### src/common/imxreg_pkg.sv
package imxreg_pkg;
	// Register indices; byte address is four times the index
	localparam logic [7:0] IDX_SYNC_LATCHED  = 8'h1A;
	localparam logic [7:0] IDX_SKEW_MEASURE  = 8'h1B;
	localparam logic [7:0] IDX_SKEW_IRQ_EN   = 8'h1C;
	localparam logic [7:0] IDX_SKEW_LATCHED  = 8'h1D;
	localparam logic [7:0] IDX_FLOSS_IRQ_EN  = 8'h1E;
	localparam logic [7:0] IDX_FLOSS_LATCHED = 8'h1F;
	localparam logic [7:0] IDX_SELFTEST_GO   = 8'h20;
	localparam logic [7:0] IDX_SELFTEST_RES  = 8'h21;
	localparam logic [7:0] IDX_LINE_CONTROL  = 8'h38;
	localparam logic [7:0] IDX_SYNC_IRQ_EN   = 8'h39;
	localparam int         BIT_TX_SEND       = 4;
	localparam int         BIT_ST_DONE       = 1;
	localparam int         BIT_ST_FAIL       = 0;
	localparam logic [7:0] RST_BYTE          = 8'h00;
	// Skew threshold in microseconds and the 8-bit step: 64 ms over 256 codes
	localparam int         SKEW_LIMIT_US     = 7750;
	localparam int         SKEW_RANGE_US     = 64000;
	localparam logic [7:0] SKEW_LIMIT_CODE   = 8'((SKEW_LIMIT_US * 256) / SKEW_RANGE_US);
	localparam int         CLK_MHZ           = 25;
endpackage

### src/hdl/imxreg_latch.sv
`timescale 1ns/100ps
`default_nettype none
module imxreg_latch #(
	parameter int W = 8
) (
	// Clock and reset
	input  wire logic         ref_clk,
	input  wire logic         sys_rst,
	// Events and software clear
	input  wire logic [W-1:0] setEv,
	input  wire logic [W-1:0] clrMask,
	// Sticky state
	output logic      [W-1:0] flags
);
	logic [W-1:0] flags_nxt;
	// Set wins over a clear in the same cycle
	assign flags_nxt = (flags & ~clrMask) | setEv;
	always_ff @(posedge ref_clk) begin
		if (sys_rst) flags <= '0;
		else flags <= flags_nxt;
	end
endmodule
`default_nettype wire

### src/hdl/imxreg_top.sv
`timescale 1ns/100ps
`default_nettype none
module imxreg_top #(
	parameter int LINKS = 4
) (
	// Clock and reset
	input  wire logic             ref_clk,
	input  wire logic             sys_rst,
	// APB slave
	input  wire logic             psel,
	input  wire logic             penable,
	input  wire logic             pwrite,
	input  wire logic [11:0]      paddr,
	input  wire logic [31:0]      pwdata,
	output logic                  pready,
	output logic      [31:0]      prdata,
	output logic                  pslverr,
	// Line-bonding status from the framing logic
	input  wire logic [LINKS-1:0] rxSyncLive,
	input  wire logic [LINKS-1:0] txSyncLive,
	input  wire logic [7:0]       skewMeasure,
	input  wire logic             skewOverflow,
	input  wire logic [LINKS-1:0] farFrameLoss,
	input  wire logic [LINKS-1:0] nearFrameLoss,
	// Memory self-test engine
	input  wire logic             selftestComplete,
	input  wire logic             selftestBad,
	output logic                  selftestRun,
	// Traffic control and interrupt
	output logic                  txSendEnable,
	output logic                  trafficEnable,
	output logic                  irqReq
);
	logic [7:0] skewIrqEn_r;
	logic [7:0] flossIrqEn_r;
	logic [7:0] stGo_r;
	logic [7:0] lineCtl_r;
	logic [7:0] syncIrqEn_r;
	logic [7:0] skew_r;
	logic       stDone_r;
	logic       stFail_r;
	logic       irq_nxt;
	logic [7:0] syncFlags;
	logic [7:0] skewFlags;
	logic [7:0] flossFlags;
	logic [7:0] rdMux;

	wire        access  = psel && penable;
	wire        wrEn    = access && pwrite;
	wire        rdEn    = access && !pwrite;
	wire        aligned = (paddr[1:0] == 2'b00);
	wire [7:0]  idx     = {2'b00, paddr[7:2]} | {paddr[11:8] != 4'h0, 7'h00};

	function automatic logic hit(input logic [7:0] a, input logic [7:0] b);
		return aligned && (a == b);
	endfunction

	wire        wSkewEn  = wrEn && hit(idx, imxreg_pkg::IDX_SKEW_IRQ_EN);
	wire        wFlossEn = wrEn && hit(idx, imxreg_pkg::IDX_FLOSS_IRQ_EN);
	wire        wStGo    = wrEn && hit(idx, imxreg_pkg::IDX_SELFTEST_GO);
	wire        wLine    = wrEn && hit(idx, imxreg_pkg::IDX_LINE_CONTROL);
	wire        wSyncEn  = wrEn && hit(idx, imxreg_pkg::IDX_SYNC_IRQ_EN);
	// Latched registers clear by writing ones
	wire        wSyncLs  = wrEn && hit(idx, imxreg_pkg::IDX_SYNC_LATCHED);
	wire        wSkewLs  = wrEn && hit(idx, imxreg_pkg::IDX_SKEW_LATCHED);
	wire        wFlossLs = wrEn && hit(idx, imxreg_pkg::IDX_FLOSS_LATCHED);

	wire        known = hit(idx, imxreg_pkg::IDX_SYNC_LATCHED)
		|| hit(idx, imxreg_pkg::IDX_SKEW_MEASURE)
		|| hit(idx, imxreg_pkg::IDX_SKEW_IRQ_EN)
		|| hit(idx, imxreg_pkg::IDX_SKEW_LATCHED)
		|| hit(idx, imxreg_pkg::IDX_FLOSS_IRQ_EN)
		|| hit(idx, imxreg_pkg::IDX_FLOSS_LATCHED)
		|| hit(idx, imxreg_pkg::IDX_SELFTEST_GO)
		|| hit(idx, imxreg_pkg::IDX_SELFTEST_RES)
		|| hit(idx, imxreg_pkg::IDX_LINE_CONTROL)
		|| hit(idx, imxreg_pkg::IDX_SYNC_IRQ_EN);

	// Skew saturates at full scale past the measurable span
	wire [7:0]  skewNow = skewOverflow ? 8'hFF : skewMeasure;
	wire        skewErr = skewOverflow || (skewNow > imxreg_pkg::SKEW_LIMIT_CODE);
	wire        stStart = wStGo && pwdata[0] && !stGo_r[0];

	imxreg_latch #(.W(8)) uSyncLatch (
		.ref_clk (ref_clk),
		.sys_rst (sys_rst),
		.setEv   ({txSyncLive, rxSyncLive}),
		.clrMask (wSyncLs ? pwdata[7:0] : 8'h00),
		.flags   (syncFlags)
	);
	imxreg_latch #(.W(8)) uSkewLatch (
		.ref_clk (ref_clk),
		.sys_rst (sys_rst),
		.setEv   ({7'h00, skewErr}),
		.clrMask (wSkewLs ? {7'h00, pwdata[0]} : 8'h00),
		.flags   (skewFlags)
	);
	imxreg_latch #(.W(8)) uFlossLatch (
		.ref_clk (ref_clk),
		.sys_rst (sys_rst),
		.setEv   ({farFrameLoss, nearFrameLoss}),
		.clrMask (wFlossLs ? pwdata[7:0] : 8'h00),
		.flags   (flossFlags)
	);

	always_ff @(posedge ref_clk) begin
		if (sys_rst) begin
			skewIrqEn_r  <= imxreg_pkg::RST_BYTE;
			flossIrqEn_r <= imxreg_pkg::RST_BYTE;
			stGo_r       <= imxreg_pkg::RST_BYTE;
			lineCtl_r    <= imxreg_pkg::RST_BYTE;
			syncIrqEn_r  <= imxreg_pkg::RST_BYTE;
		end else begin
			if (wSkewEn) skewIrqEn_r <= {7'h00, pwdata[0]};
			if (wFlossEn) flossIrqEn_r <= pwdata[7:0];
			if (wStGo) stGo_r <= {7'h00, pwdata[0]};
			if (wLine) lineCtl_r <= pwdata[7:0];
			if (wSyncEn) syncIrqEn_r <= pwdata[7:0];
		end
	end

	always_ff @(posedge ref_clk) begin
		if (sys_rst) skew_r <= 8'h00;
		else skew_r <= skewNow;
	end

	// Fail clears only by reset; done also clears when a new self-test is started
	always_ff @(posedge ref_clk) begin
		if (sys_rst) begin
			stDone_r <= 1'b0;
			stFail_r <= 1'b0;
		end else begin
			if (stStart) stDone_r <= 1'b0;
			if (stGo_r[0] && selftestComplete) begin
				stDone_r <= 1'b1;
				if (selftestBad) stFail_r <= 1'b1;
			end
		end
	end

	assign irq_nxt = (skewFlags[0] && skewIrqEn_r[0])
		|| |(flossFlags & flossIrqEn_r)
		|| |(syncFlags & syncIrqEn_r);

	always_comb begin
		rdMux = 8'h00;
		if (hit(idx, imxreg_pkg::IDX_SYNC_LATCHED)) rdMux = syncFlags;
		if (hit(idx, imxreg_pkg::IDX_SKEW_MEASURE)) rdMux = skew_r;
		if (hit(idx, imxreg_pkg::IDX_SKEW_IRQ_EN)) rdMux = skewIrqEn_r;
		if (hit(idx, imxreg_pkg::IDX_SKEW_LATCHED)) rdMux = skewFlags;
		if (hit(idx, imxreg_pkg::IDX_FLOSS_IRQ_EN)) rdMux = flossIrqEn_r;
		if (hit(idx, imxreg_pkg::IDX_FLOSS_LATCHED)) rdMux = flossFlags;
		if (hit(idx, imxreg_pkg::IDX_SELFTEST_GO)) rdMux = stGo_r;
		// Fail reads zero until done; a fail from an earlier run still shows once a later run is done
		if (hit(idx, imxreg_pkg::IDX_SELFTEST_RES)) rdMux = {6'h00, stDone_r, stFail_r && stDone_r};
		if (hit(idx, imxreg_pkg::IDX_LINE_CONTROL)) rdMux = lineCtl_r;
		if (hit(idx, imxreg_pkg::IDX_SYNC_IRQ_EN)) rdMux = syncIrqEn_r;
	end

	// Zero-wait APB: ready in the first access cycle
	always_ff @(posedge ref_clk) begin
		if (sys_rst) begin
			pready        <= 1'b0;
			prdata        <= 32'h0000_0000;
			pslverr       <= 1'b0;
			irqReq        <= 1'b0;
			selftestRun   <= 1'b0;
			txSendEnable  <= 1'b0;
			trafficEnable <= 1'b0;
		end else begin
			pready        <= psel && !penable;
			prdata        <= (psel && !penable && !pwrite) ? {24'h000000, rdMux} : 32'h0000_0000;
			pslverr       <= psel && !penable && !known;
			irqReq        <= irq_nxt;
			selftestRun   <= stGo_r[0];
			txSendEnable  <= lineCtl_r[imxreg_pkg::BIT_TX_SEND] && !stGo_r[0];
			trafficEnable <= !stGo_r[0];
		end
	end

	logic rdSeen;
	always_ff @(posedge ref_clk) begin
		if (sys_rst) rdSeen <= 1'b0;
		else rdSeen <= rdEn;
	end
endmodule
`default_nettype wire

### config.mk
export PLATFORM = sky130hd
export DESIGN_NAME = imxreg_top
export DESIGN_NICKNAME = d
export VERILOG_FILES = /design/src/common/imxreg_pkg.sv /design/src/hdl/imxreg_latch.sv /design/src/hdl/imxreg_top.sv
export SDC_FILE = /design/constraint.sdc
export NUM_CORES = 1
export LEC_CHECK = 0
export ABC_AREA = 1
export BUFFER_PORTS_ARGS = -buffer_cell sky130_fd_sc_hd__buf_2
export CAP_MARGIN = 25
export CORE_MARGIN = 2
export CORE_UTILIZATION = 50
export DETAILED_ROUTE_END_ITERATION = 6
export GPL_ROUTABILITY_DRIVEN = 1
export GPL_TIMING_DRIVEN = 0
export PLACE_DENSITY = 0.84
export SYNTH_ARGS = -nofsm -noshare
export SYNTH_HDL_FRONTEND = slang
export SYNTH_SLANG_ARGS = --single-unit
export TNS_END_PERCENT = 20
### constraint.sdc
create_clock -name ref_clk -period 1.75 [get_ports ref_clk]
set_input_delay 0.35 -clock ref_clk [delete_from_list [all_inputs] [get_ports ref_clk]]
set_output_delay 0.35 -clock ref_clk [all_outputs]
set_load 0.01 [all_outputs]
==> flow_summary.ini, run 1 <==
[route]
drt_iter0_markers = 258
wl_mm = 8.38
viasPerCell = 5.14
dr_wl_met2_mm = 3.88
vias = 3139
wl_met1_mm = 3.60
ant_nets = 0
wl_per_cell_um = 13.7
drc = 1
first_pass_iters = 7
dr_wl_met3_um = 696
topRoutingLayerUsed = met4

[finish]
n_antenna_cell = 0
final_net_count = 605
ff_latch_area_um2 = 1340
area_growth_syn_to_layout_pct = 21.5
drive_gt1_share_pct = 27.5
multi_input_area_um2 = 1490
fill_cells = 587
final_cells = 611

[place]
dpl.hpwl_mm = 6.38
placed_cells = 595
portBuffers = 64
place.gp.congestion = 0.901

[sta]
hold_slack_ns = 0.191
tightest_slew_ns = 0.591
max_slew_margin_pct = 60.6
fin_crit_sh_pct = 90.3
min_period_ns = 1.58
setup_viol = 0
fmax_mhz = 633
rsz0062_at_grt = false
finalHoldViolations = 0
finClkSkew_ns = 0.0106
slew_viol_final = 0

[setup_path]
cp_cell_sequence = buf_2, nand3_1, inv_1, nand4_2, buf_2, nor2_1, a211oi_2
r2r_setup_slack_ns = 0.52
cp.arrival_ns = 1.80
reg2reg_depth = 6
crit_top_cell = buf_2
crit_type = in -> reg
crit_path_max_incr_delay_ns = 0.37
cp_num_buf_inv = 3
cp_max_fo = 10
start_kind = input port
crit_family = simple AND/OR/NAND/NOR gates
worstSetupEndpointType = flop
required_ns = 1.97
worst-path-stages = 7
cpMaxStageDelayCell = nand3_1

[floorplanning]
core_um2 = 6350
dieArea_um2 = 7240
die_h_um = 85.1
rows = 29
die_x_um = 85.1
start_util_pct = 51.7
io_pins = 114

[flow_run]
maxCapViolations = 0

[min_path]
min_path_cells = 3
hold_class = in -> reg

[pwr]
power_frac_comb_pct = 9.2
p_per_area_nw_per_um2 = 800
seqPwrFrac_pct = 49.9
switching_share_pct = 25.4
p_clk_share_pct = 40.9
power_switching_uw = 813
finalPower_uw = 3190
p_leak_uw = 0.00196
vdd_drop_max_mv = 0.623
intPower_uw = 2380

[synthesis]
netlist_area_um2 = 3290
yosysWarnings = 0
synthCells = 431
yosysSeqAreaShare_pct = 40.8
avgSynthCellArea_um2 = 7.62
ys_seq_elements = 67
synth.distinct_cells = 47

[global_routing]
overflow = 0
track_usage_pct = 24.0
antenna_found_initial = 0
grt_pass1_vias = 2832
grt_max_degree = 13
grt_pass1_wl_mm = 13.4

[outcome]
status = complete, but fails checks
violations = DRC

[cts]
numClockSinks = 67
cts_root_buffer = clkbuf_8
hold_buffers = 0
path_clk_slew_ns = 0.08
post_cts_resized = 0
clkLatencyLatePin_ns = 0.35
post_cts_buffers = 0
cts_tree = yes
htree_num_levels = 3
cts_buffers = 9
clk_path_buf_depth = 2
==> metrics by stage <==
stage | util, % | TNS, ns | worst slack [ns] | cell area (um2)
floorplan | - | 0 | 0.220 | 3370
global placement | 59.7 | -2.55 | -0.146 | 3790
detailed placement | 59.7 | -3.18 | -0.161 | 3790
CTS | 62.9 | 0 | 0.208 | 3990
global route | 62.9 | 0 | 0.0255 | 3990
finish | 62.9 | 0 | 0.170 | 3990
==> kinds of logic (layout without fill, tap and decap cells) <==
group / Yosys count / in the layout / synth area share, %
AO/OA/AOI/OAI: 127 / 127 / 22.0
buffers and inverters: 111 / 191 / 16.3
flip-flops: 67 / 67 / 40.8
other: 1 / 24 / 0.114
AND/OR/NAND/NOR: 125 / 125 / 20.8
==> final timing paths <==
| kind | to | start |
|---|---|---|
| hold reg to reg | txSendEnable$_SDFF_PP0_ | lineCtl_r[4]$_SDFFE_PP0P_ |
| setup / recovery | syncIrqEn_r[0]$_SDFFE_PP0P_ | pwrite |
| setup reg to reg | irqReq$_SDFF_PP0_ | syncIrqEn_r[1]$_SDFFE_PP0P_ |
| hold / removal | skew_r[4]$_SDFF_PP0_ | skewMeasure[4] |
==> cells in the final DEF, fill, tap and decap left out, types with 6 or more instances in the layout <==
| cell type | synthesis | layout |
|---|---|---|
| nor2_4 | 7 | 7 |
| inv_1 | 68 | 68 |
| clkbuf_8 | 0 | 10 |
| nand2_1 | 48 | 48 |
| a21oi_1 | 45 | 45 |
| dfxtp_1 | 67 | 67 |
| buf_2 | 2 | 66 |
| o21ai_0 | 47 | 47 |
| nand3_1 | 13 | 13 |
| nor2_1 | 29 | 29 |
| o21ai_1 | 8 | 8 |
| conb_1 | 1 | 24 |
| inv_2 | 6 | 6 |
| nand4_1 | 7 | 7 |
| buf_4 | 24 | 24 |
==> power groups by stage <==
stage	combinational, uW	sequential [uW]	clock (uW)
finish	294	1590	1310
global route	327	1600	1380
CTS	291	1590	1330
detailed placement	288	1630	0
global placement	283	1630	0
floorplan	181	1620	0
==> flip-flops by register name, summed over array words and instances, names as in the netlist, 8 cells and up <==
signal / cells
flossIrqEn_r: 8
lineCtl_r: 8
prdata: 8
skew_r: 8
syncIrqEn_r: 8
uFlossLatch.flags: 8
uSyncLatch.flags: 8
==> worst reg2reg max path: cells and delay by family (launching register included) <==
| family | cells | cell delay (ns) |
|---|---|---|
| AOI/OAI and AO/OA | 1 | 0.12 |
| buffers and inverters | 2 | 0.11 |
| DFF | 1 | 0.31 |
| and+or+nand+nor | 3 | 0.61 |
==> synth_stat cells (all sizes together) <==
library cell	n	area, um2
nand4	8	56.3
a211oi	3	32.5
nor2	38	214
nor4	1	6.26
nand2	53	226
nand3	17	120
conb	1	3.75
o22ai	4	25.0
o21bai	1	7.51
o211ai	1	7.51
o31ai	1	7.51
a221oi	2	17.5
o2111ai	1	8.76
o211a	1	10.0
clkbuf	5	18.8
o311a	1	10.0
nor3	6	46.3
clkinv	2	10.0
a21oi	46	234
or2	2	12.5
o21ai	58	302
inv	75	284
a31o	1	8.76
dfxtp	67	1340
buf	29	224
a41oi	1	8.76
a31oi	4	25.0
a22o	2	17.5
==> area by class of cell <==
class / count / share of cell area (%)
multi-input combinational: 276 / 37.4
sequential: 67 / 33.6
timing repair buffer: 64 / 8.03
inverter: 77 / 7.37
buffer: 34 / 6.08
clock buffer: 10 / 3.45
tap: 77 / 2.41
clock inverter: 6 / 1.63
==> routing by layer <==
metal  GRT usage (%)  up-vias
li1                -     1562
met1            30.5     1398
met2            38.4      161
met3            5.16       18
met4            12.0        0
met5               0        -
(Power assumes the default switching activity.)
==> run 2, diff against run 1 <==
--- a/config.mk
+++ b/config.mk
@@ -14,6 +14,7 @@
 export GPL_ROUTABILITY_DRIVEN = 1
 export GPL_TIMING_DRIVEN = 0
 export PLACE_DENSITY = 0.84
+export REMOVE_ABC_BUFFERS = 1
 export SYNTH_ARGS = -nofsm -noshare
 export SYNTH_HDL_FRONTEND = slang
 export SYNTH_SLANG_ARGS = --single-unit
==> run 2 against run 1 <==
Net effect:
- the run now ends clean
- die area unchanged
- hold slack improved by 0.018 ns
- clock skew decreased by 0.0038 ns
- total power increased by 6.3%
- sequential cell count unchanged
- utilization decreased by 2.9 points
- worst setup slack got worse by 0.048 ns
- routed wire length decreased by 6.1%
- non-clock buffer count decreased by 33
- final area decreased by 4.6%
- critical path depth increased by 2
- critical path type unchanged
- critical endpoint is now uFlossLatch.flags[0]$_SDFF_PP0_
==> flow_summary.ini, run 2 (synthesis gave the netlist of run 1 again) <==
[setup_path]
start_kind = input port
cp_cell_sequence = buf_2, inv_1, nand2_2, nor2_8, nand2_4, nor2_4, nand2_1, o21ai_0, a21oi_1
crit_type = in -> reg
cp_num_buf_inv = 2
regToRegEndpoint = irqReq$_SDFF_PP0_
crit_path_max_incr_delay_ns = 0.27
cp.arrival_ns = 1.84
reg2reg_depth = 5
crit_family = simple AND/OR/NAND/NOR gates
worstSetupEndpointType = flop
cpMaxStageDelayCell = nand2_1
required_ns = 1.97
cp_max_fo = 9
timing.rr.start = uFlossLatch.flags[0]$_SDFF_PP0_
r2r_setup_slack_ns = 0.46

[finish]
ff_latch_area_um2 = 1340
area_growth_syn_to_layout_pct = 15.9
final_net_count = 573
stdcell_area_um2 = 3810
drive_gt1_share_pct = 24.1
fill_cells = 565
n_antenna_cell = 0
most-common-layout-cells = 67 x inv_1, 67 x dfxtp_1, 64 x buf_2, 48 x nand2_1, 47 x o21ai_0
multi_input_area_um2 = 1500

[sta]
min_period_ns = 1.63
finalHoldViolations = 0
finClkSkew_ns = 0.00687
tightest_slew_ns = 0.518
worst_slack_ns = 0.123
hold_slack_ns = 0.209
setup_viol = 0
rsz0062_at_grt = false
max_slew_margin_pct = 65.3
slew_viol_final = 0
fmax_mhz = 615
fin_crit_sh_pct = 93.0

[floorplanning]
dieArea_um2 = 7240
core_um2 = 6350
die_h_um = 85.1
rows = 29
io_pins = 114
start_util_pct = 51.7
die_x_um = 85.1

[cts]
path_clk_slew_ns = 0.07
hold_buffers = 0
cts_root_buffer = clkbuf_8
post_cts_buffers = 0
cts_tree = yes
clk_path_buf_depth = 2
clkLatencyLatePin_ns = 0.35
htree_num_levels = 3
numClockSinks = 67
cts_buffers = 9

[pwr]
finalPower_uw = 3400
vdd_drop_max_mv = 0.574
p_leak_uw = 0.00183
p_per_area_nw_per_um2 = 892

[route]
first_pass_iters = 5
wl_mm = 7.87
viasPerCell = 5.28
ant_nets = 0
wl_per_cell_um = 13.6
drt_iter0_markers = 194
drc = 0
vias = 3057

[place]
place.gp.congestion = 0.887
dpl.hpwl_mm = 5.71
pre_cts_slack_ns = -0.622
portBuffers = 65
place_area_um2 = 3550

[global_routing]
grt_pass1_wl_mm = 12.7
met3_usage_pct = 4.18
overflow = 0
gr-usage-met2_pct = 34.5
grt_max_degree = 36
met1_usage_pct = 28.9
antenna_found_initial = 0
busiest_layer = met2
grt_pass1_vias = 2753
track_usage_pct = 22.1

[min_path]
timing.hold.worst.start = skewMeasure[3]
min_path_cells = 3
hold_class = in -> reg
whs_endpoint = skew_r[3]$_SDFF_PP0_

[flow_run]
maxCapViolations = 0

[outcome]
status = completed
-- run 2: worst min-delay path: cells and delay by family --
kind / cells / cell delay [ns]
AND/OR/NAND/NOR: 2 / 0.09
buffers and inverters: 1 / 0.07
-- run 2: metal layers --
layer,up-vias,part of all wire (%)
met5,-,0
met4,0,3.5
met3,27,8.8
met2,174,46
met1,1353,42
li1,1503,-
-- run 2: cell type report --
class | count | share of cell area (%)
clock buffer | 11 | 3.71
clock inverter | 5 | 2.63
inverter | 77 | 7.82
multi-input combinational | 276 | 39.4
sequential | 67 | 35.2
tap | 77 | 2.53
timing repair buffer | 65 | 8.61
timing repair inverter | 1 | 0.131
-- run 2: where the power goes --
part,switching [uW],internal (uW)
combinational,167,83.9
sequential,24.6,1570
clock,572,981
total,763,2630
-- run 2: through the flow --
stage	instances	TNS, ns	utilization [%]
final	579	0	60.0
after global placement	562	-8.42	55.9
after floorplan	420	0	-
after CTS	579	0	59.9
after global routing	579	0	60.0
after detailed placement	562	-10.27	55.9
-- run 2: timing repair --
| action | CTS | global route |
|---|---|---|
| gates resized for setup | 2 | 1 |
| gates cloned | 1 | 0 |
| endpoints found under the setup margin | 8 | 4 |
-- run 2: worst max path at each step --
stage,start,end,slack (ns),cells after the start
6_report,paddr[7],uFlossLatch.flags[0]$_SDFF_PP0_,0.12,9
5_1_grt,paddr[8],uFlossLatch.flags[0]$_SDFF_PP0_,0.03,9
4_1_cts,pwrite,uSyncLatch.flags[0]$_SDFF_PP0_,0.1,6
3_5_place_dp,sys_rst,prdata[3]$_SDFF_PP0_,-0.62,6
3_3_place_gp,sys_rst,prdata[3]$_SDFF_PP0_,-0.57,6
2_1_floorplan,paddr[9],syncIrqEn_r[1]$_SDFFE_PP0P_,0.22,8
